**src/verilog/ahpc_regs.vh**
```
// Register offsets, fields, reset values and timing constants of the power sequencer
`ifndef AHPC_REGS_VH
`define AHPC_REGS_VH
// Word byte addresses
`define AHPC_CTRL_ADDR 8'h00
`define AHPC_WIDTH_ADDR 8'h04
`define AHPC_STAT_ADDR 8'h08
`define AHPC_FAN_ADDR 8'h0C
// Control fields
`define AHPC_CTRL_PWR_INV 0
`define AHPC_CTRL_RST_INV 1
`define AHPC_CTRL_EN_ON 2
`define AHPC_CTRL_EN_OFF 3
`define AHPC_CTRL_EN_RST 4
`define AHPC_CTRL_EN_BLANK 5
`define AHPC_CTRL_RESET 6'h00
// Status fields
`define AHPC_STAT_SENSE 0
`define AHPC_STAT_PWR_DRV 1
`define AHPC_STAT_RST_DRV 2
`define AHPC_STAT_BLANK 3
`define AHPC_STAT_STATE 4
// Times in milliseconds and the clock rate in kHz
`define AHPC_CLK_KHZ 25000
`define AHPC_ON_HOLD_MS 250
`define AHPC_OFF_HOLD_MS 4000
`define AHPC_RST_HOLD_MS 4000
`define AHPC_PULSE_MS 1000
`define AHPC_EXTRA_MS 5000
`define AHPC_RST_PULSE_MS 1000
`define AHPC_ON_HOLD_CYC (`AHPC_ON_HOLD_MS * `AHPC_CLK_KHZ)
`define AHPC_OFF_HOLD_CYC (`AHPC_OFF_HOLD_MS * `AHPC_CLK_KHZ)
`define AHPC_RST_HOLD_CYC (`AHPC_RST_HOLD_MS * `AHPC_CLK_KHZ)
`define AHPC_PULSE_CYC (`AHPC_PULSE_MS * `AHPC_CLK_KHZ)
`define AHPC_EXTRA_CYC (`AHPC_EXTRA_MS * `AHPC_CLK_KHZ)
`define AHPC_RST_PULSE_CYC (`AHPC_RST_PULSE_MS * `AHPC_CLK_KHZ)
`endif
```
**src/verilog/ahpc_hold_timer.v**
```verilog
// Key hold timer that reports once a key has been held for a threshold
`timescale 1ns/1ps
module ahpc_hold_timer #(
  parameter WIDTH = 32
) (
  input wire clk,
  input wire rst,
  input wire key,
  input wire arm,
  input wire [WIDTH-1:0] limit,
  output reg done
);
  reg [WIDTH-1:0] count;
  always @(posedge clk or posedge rst) begin
    if (rst) begin
      count <= {WIDTH{1'b0}};
      done <= 1'b0;
    end else if (!key || !arm) begin
      // A short hold leaves no trace
      count <= {WIDTH{1'b0}};
      done <= 1'b0;
    end else if (count + 1'b1 >= limit) begin
      done <= 1'b1;
    end else begin
      count <= count + 1'b1;
    end
  end
endmodule // ahpc_hold_timer

```
**src/verilog/ahpc_power_ctrl.v**
```verilog
// Front-panel host power and reset sequencer with Wishbone registers
`timescale 1ns/1ps
`include "ahpc_regs.vh"
module ahpc_power_ctrl #(
  parameter [31:0] ON_HOLD_CYC = `AHPC_ON_HOLD_CYC,
  parameter [31:0] OFF_HOLD_CYC = `AHPC_OFF_HOLD_CYC,
  parameter [31:0] RST_HOLD_CYC = `AHPC_RST_HOLD_CYC,
  parameter [31:0] PULSE_CYC = `AHPC_PULSE_CYC,
  parameter [31:0] EXTRA_CYC = `AHPC_EXTRA_CYC,
  parameter [31:0] RST_PULSE_CYC = `AHPC_RST_PULSE_CYC
) (
  // Clock and reset
  input wire CORE_CLK,
  input wire SYS_RST,
  // Wishbone slave
  input wire WB_CYC_I,
  input wire WB_STB_I,
  input wire WB_WE_I,
  input wire [7:0] WB_ADR_I,
  input wire [3:0] WB_SEL_I,
  input wire [31:0] WB_DAT_I,
  output reg [31:0] WB_DAT_O,
  output reg WB_ACK_O,
  // Host sense, keys and watchdog
  input wire POWER_SENSE,
  input wire KEY_CONFIRM,
  input wire KEY_CANCEL,
  input wire WATCHDOG_FIRE,
  // Power-switch pin
  input wire PWR_SW_I,
  output reg PWR_SW_O,
  output reg PWR_SW_OE,
  // Reset-switch pin
  input wire RST_SW_I,
  output reg RST_SW_O,
  output reg RST_SW_OE,
  // Display and self reset
  output reg DISPLAY_BLANK,
  output reg SELF_RESET,
  // Fan power
  output reg [31:0] FAN_POWER
);
  localparam ST_IDLE = 3'd0;
  localparam ST_ON_PULSE = 3'd1;
  localparam ST_OFF_PULSE = 3'd2;
  localparam ST_OFF_EXTRA = 3'd3;
  localparam ST_RST_PULSE = 3'd4;
  localparam ST_SELF_RST = 3'd5;
  localparam ST_WAIT_REL = 3'd6;

  reg [5:0] ctrl;
  reg [31:0] width;
  reg [2:0] state;
  reg [2:0] next_state;
  reg [31:0] timer;
  reg [31:0] next_timer;
  reg wd_seen;
  wire hit_on;
  wire hit_off;
  wire hit_rst;
  wire host_on;
  wire bus_req;
  wire [31:0] pulse_len;

  // Pin inputs are not observed, not even through the bus; the pads are open when undriven
  assign host_on = POWER_SENSE;
  assign bus_req = WB_CYC_I & WB_STB_I & ~WB_ACK_O;
  // A zero width would drive the pin for one cycle only, so fall back to the documented width
  assign pulse_len = (width == 32'h0000_0000) ? PULSE_CYC : width;

  ahpc_hold_timer #(.WIDTH(32)) u_on_hold (
    .clk(CORE_CLK),
    .rst(SYS_RST),
    .key(KEY_CONFIRM),
    .arm(~host_on & ctrl[`AHPC_CTRL_EN_ON] & (state == ST_IDLE)),
    .limit(ON_HOLD_CYC),
    .done(hit_on)
  );

  ahpc_hold_timer #(.WIDTH(32)) u_off_hold (
    .clk(CORE_CLK),
    .rst(SYS_RST),
    .key(KEY_CANCEL),
    .arm(host_on & ctrl[`AHPC_CTRL_EN_OFF] & (state == ST_IDLE)),
    .limit(OFF_HOLD_CYC),
    .done(hit_off)
  );

  ahpc_hold_timer #(.WIDTH(32)) u_rst_hold (
    .clk(CORE_CLK),
    .rst(SYS_RST),
    .key(KEY_CONFIRM),
    .arm(host_on & ctrl[`AHPC_CTRL_EN_RST] & (state == ST_IDLE)),
    .limit(RST_HOLD_CYC),
    .done(hit_rst)
  );

  // Sequencer
  always @* begin
    next_state = state;
    next_timer = timer;
    case (state)
      ST_IDLE: begin
        next_timer = 32'h0000_0000;
        if (wd_seen) begin
          next_state = ST_RST_PULSE;
        end else if (hit_on) begin
          next_state = ST_ON_PULSE;
        end else if (hit_off) begin
          next_state = ST_OFF_PULSE;
        end else if (hit_rst) begin
          next_state = ST_RST_PULSE;
        end
      end
      ST_ON_PULSE: begin
        next_timer = timer + 32'h0000_0001;
        if (next_timer >= pulse_len) begin
          next_state = ST_WAIT_REL;
        end
      end
      ST_OFF_PULSE: begin
        next_timer = timer + 32'h0000_0001;
        if (next_timer >= pulse_len) begin
          next_timer = 32'h0000_0000;
          next_state = KEY_CANCEL ? ST_OFF_EXTRA : ST_WAIT_REL;
        end
      end
      ST_OFF_EXTRA: begin
        next_timer = timer + 32'h0000_0001;
        if (!KEY_CANCEL || next_timer >= EXTRA_CYC) begin
          next_state = ST_WAIT_REL;
        end
      end
      ST_RST_PULSE: begin
        next_timer = timer + 32'h0000_0001;
        if (next_timer >= RST_PULSE_CYC) begin
          next_state = ST_SELF_RST;
        end
      end
      ST_SELF_RST: begin
        next_state = ST_WAIT_REL;
      end
      ST_WAIT_REL: begin
        // Keys must be let go so one hold fires one action only
        next_timer = 32'h0000_0000;
        if (!KEY_CONFIRM && !KEY_CANCEL) begin
          next_state = ST_IDLE;
        end
      end
      default: begin
        next_state = ST_IDLE;
        next_timer = 32'h0000_0000;
      end
    endcase
  end

  always @(posedge CORE_CLK or posedge SYS_RST) begin
    if (SYS_RST) begin
      state <= ST_IDLE;
      timer <= 32'h0000_0000;
      wd_seen <= 1'b0;
    end else begin
      state <= next_state;
      timer <= next_timer;
      // Watchdog request is held until the sequencer takes it; set wins
      if (WATCHDOG_FIRE) begin
        wd_seen <= 1'b1;
      end else if (state == ST_IDLE) begin
        wd_seen <= 1'b0;
      end
    end
  end

  // Pin drivers and display
  always @(posedge CORE_CLK or posedge SYS_RST) begin
    if (SYS_RST) begin
      PWR_SW_O <= 1'b0;
      PWR_SW_OE <= 1'b0;
      RST_SW_O <= 1'b0;
      RST_SW_OE <= 1'b0;
      DISPLAY_BLANK <= 1'b0;
      SELF_RESET <= 1'b0;
    end else begin
      PWR_SW_OE <= (next_state == ST_ON_PULSE) || (next_state == ST_OFF_PULSE) ||
                   (next_state == ST_OFF_EXTRA);
      // Inactive level is high when not inverted, so the active drive is low
      PWR_SW_O <= ctrl[`AHPC_CTRL_PWR_INV];
      RST_SW_OE <= (next_state == ST_RST_PULSE);
      RST_SW_O <= ctrl[`AHPC_CTRL_RST_INV];
      SELF_RESET <= (next_state == ST_SELF_RST);
      DISPLAY_BLANK <= ctrl[`AHPC_CTRL_EN_BLANK] & ~host_on;
    end
  end

  // Wishbone slave: one registered ack per request, a cycle after the strobe
  always @(posedge CORE_CLK or posedge SYS_RST) begin
    if (SYS_RST) begin
      ctrl <= `AHPC_CTRL_RESET;
      width <= 32'h0000_0000;
      FAN_POWER <= 32'hFFFF_FFFF;
      WB_ACK_O <= 1'b0;
      WB_DAT_O <= 32'h0000_0000;
    end else begin
      WB_ACK_O <= bus_req;
      WB_DAT_O <= 32'h0000_0000;
      if (bus_req && WB_WE_I) begin
        case (WB_ADR_I)
          `AHPC_CTRL_ADDR: begin
            if (WB_SEL_I[0]) begin
              ctrl <= WB_DAT_I[5:0];
            end
          end
          `AHPC_WIDTH_ADDR: begin
            if (WB_SEL_I[0]) width[7:0] <= WB_DAT_I[7:0];
            if (WB_SEL_I[1]) width[15:8] <= WB_DAT_I[15:8];
            if (WB_SEL_I[2]) width[23:16] <= WB_DAT_I[23:16];
            if (WB_SEL_I[3]) width[31:24] <= WB_DAT_I[31:24];
          end
          `AHPC_FAN_ADDR: begin
            // Only software moves the fan setting; sense never touches it
            if (WB_SEL_I[0]) FAN_POWER[7:0] <= WB_DAT_I[7:0];
            if (WB_SEL_I[1]) FAN_POWER[15:8] <= WB_DAT_I[15:8];
            if (WB_SEL_I[2]) FAN_POWER[23:16] <= WB_DAT_I[23:16];
            if (WB_SEL_I[3]) FAN_POWER[31:24] <= WB_DAT_I[31:24];
          end
          default: begin
          end
        endcase
      end else if (bus_req) begin
        case (WB_ADR_I)
          `AHPC_CTRL_ADDR: WB_DAT_O <= {26'h000_0000, ctrl};
          `AHPC_WIDTH_ADDR: WB_DAT_O <= pulse_len;
          `AHPC_STAT_ADDR: WB_DAT_O <= {25'h000_0000, state, DISPLAY_BLANK,
                                        RST_SW_OE, PWR_SW_OE, host_on};
          `AHPC_FAN_ADDR: WB_DAT_O <= FAN_POWER;
          default: WB_DAT_O <= 32'h0000_0000;
        endcase
      end
    end
  end
  // Pin readbacks are left to the pad; is kept by software
  wire unused_pins;
  assign unused_pins = PWR_SW_I ^ RST_SW_I;
endmodule // ahpc_power_ctrl

```
**config.mk**
```make
export PLATFORM = sky130hd
export DESIGN_NAME = ahpc_power_ctrl
export DESIGN_NICKNAME = d
export VERILOG_FILES = /design/src/verilog/ahpc_hold_timer.v /design/src/verilog/ahpc_power_ctrl.v
export VERILOG_INCLUDE_DIRS = /design/src /design/src/verilog
export SDC_FILE = /design/constraint.sdc
export NUM_CORES = 1
export LEC_CHECK = 0
export BUFFER_PORTS_ARGS = -buffer_cell sky130_fd_sc_hd__buf_2
export CAP_MARGIN = 20
export CORE_ASPECT_RATIO = 1.75
export CORE_MARGIN = 4
export CORE_UTILIZATION = 40
export DETAILED_ROUTE_END_ITERATION = 8
export PLACE_DENSITY_LB_ADDON = 0.15
export SYNTH_ARGS = -nofsm -noshare
export SYNTH_HDL_FRONTEND = slang
export SYNTH_HIERARCHICAL = 1
export SYNTH_SLANG_ARGS = --single-unit
```
**constraint.sdc**
```tcl
create_clock -name CORE_CLK -period 10.8 [get_ports CORE_CLK]
set_clock_uncertainty 0.1 [all_clocks]
set_input_delay 0.54 -clock CORE_CLK [delete_from_list [all_inputs] [get_ports CORE_CLK]]
set_output_delay 0.54 -clock CORE_CLK [all_outputs]
set_load 0.01 [all_outputs]
```
==> results.py <==
metrics = {
    "route": {
        "drc": 0,
        "ant_nets": 0,
        "wl_per_cell_microns": 18.2,
        "vias": 14935,
        "first_iter_violations": 687,
        "dr.pass1.iters": 5,
        "routed_wl_microns": 49400,
        "via_per_inst": 5.51,
    },
    "die": {
        "die_x_microns": 165,
        "initial_core_util_pct": 40.6,
        "core-area_sq_um": 42700,
        "die_y_microns": 283,
        "die_area_sq_um": 46800,
        "num_rows": 100,
        "ios": 126,
    },
    "run_status": {
        "run_status": "completed",
    },
    "sta": {
        "slew_headroom_pct": 18.6,
        "rsz0062_at_grt": "false",
        "tns_ps": 0,
        "fin_crit_sh_pct": 57.7,
        "setup-violations-final": 0,
        "tightest_slew_ps": 1210,
        "final_hold_viol_count": 0,
        "final.min_clock_period_ps": 6230,
        "fmax_ghz": 0.161,
        "drv_slew": 0,
    },
    "clocking": {
        "cts_resized": 0,
        "insertion_delay_ps": 550,
        "clockBufferDepth": 3,
        "cts_hold_buf": 0,
        "cts_buffers": 27,
        "cts.sinks": 244,
        "ctsHtreeMaxLevel": 1,
        "root_buffer": "clkbuf_16",
        "postCtsSetupBuffers": 0,
        "clk_pin_slew_ps": 60,
        "tritoncts": "done",
    },
    "setup_path": {
        "path_cells": "nand4_4 -> nor4_4 -> nand2_1 -> nor3_1 -> xor2_1 -> ha_1 -> a21oi_1 -> o21ai_0 -> or4_1 -> nor3_1 -> o21ai_1 -> a21oi_2 -> or2_1 -> a22o_2",
        "cp_max_fo": 19,
        "slowest_delay_ps": 760,
        "cp_common_cell": "nor3_1",
        "startpoint_type": "flip-flop",
        "criticalPathCategory": "reg -> reg",
        "crit_buf_inv": 0,
        "worst_ep_required_time_ps": 11190,
        "crit_family": "simple AND/OR/NAND/NOR gates",
        "cp_slowest_cell": "nor4_4",
        "crit_path_end_kind": "flip-flop",
        "arrival_ps": 6620,
    },
    "placement": {
        "placed_cells": 2660,
        "io_buffers": 123,
        "place_area_sq_um": 18700,
        "gp_congestion": 0.866,
        "place_hpwl_microns": 36400,
    },
    "power": {
        "leakage_nw": 9.34,
        "p_per_area_nw_per_um2": 98.9,
        "peakVddDrop_uv": 104,
        "power_mw": 1.93,
    },
    "layout": {
        "area_growth_pct": 12.7,
        "fin_area_sq_um": 19500,
        "drive_gt1_share_pct": 16.2,
        "instances_no_fill": 2711,
        "seq_area_sq_um": 6150,
        "multi_input_area_sq_um": 10400,
        "fillCellCount": 4208,
        "final_nets": 2315,
    },
    "global_routing": {
        "grt_pass1_vias": 14988,
        "antenna_found_initial": 3,
        "grt-ovfl-total": 0,
        "grt_start_max_net_pins": 100,
        "grt_usage_pct": 21.0,
        "grt_pass1_wl_microns": 80400,
    },
    "synth": {
        "syn_area_per_cell_sq_um": 8.84,
        "synthesis.instances": 1960,
        "synth_edf_count": 0,
        "ys_ff_latch": 244,
        "synth_area_sq_um": 17300,
        "ys_warn_count": 6,
        "ys_types": 78,
        "async_flop_share_pct": 100,
        "synth_ff_type": "dfrtp_1",
        "yosysSeqAreaShare_pct": 35.5,
    },
    "flow_run": {
        "cap_viol_max_count": 0,
    },
    "min_path": {
        "hold_path.class": "in -> async",
    },
}
-- path summary, 6_finish.rpt --
kind | end | startpoint | slack [ps] | depth (start not counted)
max reg2reg | timer[4]$_DFFE_PP0P_ | timer[6]$_DFFE_PP0P_ | 4570 | 14
min | u_rst_hold/count[15]$_DFFE_PP0P_ | SYS_RST | 60 | 3
max | timer[4]$_DFFE_PP0P_ | timer[6]$_DFFE_PP0P_ | 4570 | 14
min reg2reg | PWR_SW_O$_DFF_PP0_ | ctrl[0]$_DFFE_PP0P_ | 320 | 0
min in group CORE_CLK | wd_seen$_DFFE_PP0P_ | WATCHDOG_FIRE | 90 | 2
max in group asynchronous | WB_DAT_O[20]$_DFF_PP0_ | SYS_RST | 9260 | 3
-- cell families (layout without fill, tap and decap cells) --
group	Yosys count	in the layout	synth area share, %
simple gates	726	726	22.4
buf+inv	252	347	6.45
xor+xnor	121	121	6.12
flops	244	244	35.5
other cells	2	97	0.0433
fa+ha+maj	132	132	9.53
compound gates	418	418	15.8
mux	65	65	4.14
-- registers in the layout, indices dropped and copies added, names as in the netlist, 3 cells and up --
register / count
u_rst_hold/count: 32
ctrl: 6
u_on_hold/count: 32
state: 3
timer: 32
u_off_hold/count: 32
WB_DAT_O: 32
FAN_POWER: 32
width: 32
-- worst reg2reg max path, stage by stage, from the launching register on --
cell and delay (ps):
dfrtp_1 570, nand4_4 290, nor4_4 770, nand2_1 360
nor3_1 320, xor2_1 250, ha_1 290, a21oi_1 130
o21ai_0 120, or4_1 610, nor3_1 560, o21ai_1 170
a21oi_2 580, or2_1 760, a22o_2 260
-- power breakdown --
part	switching, mW	internal [mW]	total (mW)
combinational	0.0520	0.0240	0.0760
sequential	0.00245	0.918	0.920
clock	0.402	0.533	0.936
total	0.457	1.47	1.93
-- cell usage in the layout, fill, tap and decap left out, types with 22 or more instances in the layout --
master,instances
nand3_1,45
nand2b_1,33
clkbuf_16,27
o211ai_1,29
dfrtp_1,212
or4_1,28
xor2_1,46
a22oi_1,26
and3_1,28
a31o_2,23
o31ai_1,22
nor2_1,133
mux2_2,53
conb_1,96
xnor2_1,75
ha_1,132
o21ai_0,87
buf_4,27
nor4_1,27
buf_2,123
nand2_1,220
nand4_1,63
a21oi_1,104
dfstp_2,32
or3_1,22
inv_1,146
-- cell type report --
| cell class | count | share of cell area [%] |
|---|---|---|
| Tap cell | 561 | 3.59 |
| Sequential cell | 244 | 31.5 |
| Inverter | 147 | 2.85 |
| Clock inverter | 11 | 0.622 |
| Timing Repair Buffer | 150 | 4.19 |
| Multi-Input combinational cell | 1558 | 53.4 |
| Clock buffer | 39 | 3.84 |
| Antenna cell | 1 | 0.0128 |
-- synth_stat cells, types with 6 or more instances --
cell type	count	area, sq um
and4_1	21	184
and3_1	28	175
a31o_2	23	201
or3_1	22	138
nand3_1	45	225
o211ai_1	29	218
dfrtp_1	212	5310
and3_2	11	82.6
inv_1	147	552
xor2_1	46	403
a21o_1	7	52.6
nor3_1	22	110
nand4b_1	6	52.6
mux2i_1	12	120
dfstp_2	32	841
clkbuf_1	69	259
buf_2	12	60.1
o311ai_0	21	184
o41ai_1	6	52.6
nand2_1	220	826
xnor2_1	75	657
buf_6	12	135
nor2_1	133	499
mux2_2	53	597
a21oi_1	106	531
nor4_1	27	169
o21a_1	6	45.0
a211oi_1	18	135
nand2b_1	33	206
ha_1	132	1650
a31oi_1	15	93.8
a22o_1	18	158
o21ai_0	88	440
and2_1	20	125
nand4_1	63	394
a22oi_1	26	195
o31ai_1	22	165
or4_1	28	210
-- routing by layer --
metal	up-vias	global-route usage (%)	wire, microns	share of wire, %
li1	7294	-	-	-
met1	7266	25.6	20000	40
met2	316	39.0	26300	53
met3	57	2.88	2200	4.5
met4	2	4.27	896	1.8
met5	-	0	13	0.026
-- through the flow --
step	hold slack, ps	util [%]	setup slack [ps]
3_3_place_gp	298	43.7	4680
4_1_cts	58.2	45.8	4610
2_1_floorplan	271	-	6320
5_1_grt	86.6	45.8	4140
3_5_place_dp	302	43.7	4640
6_report	58.4	45.8	4570
Power figures use the tool's default switching activity.
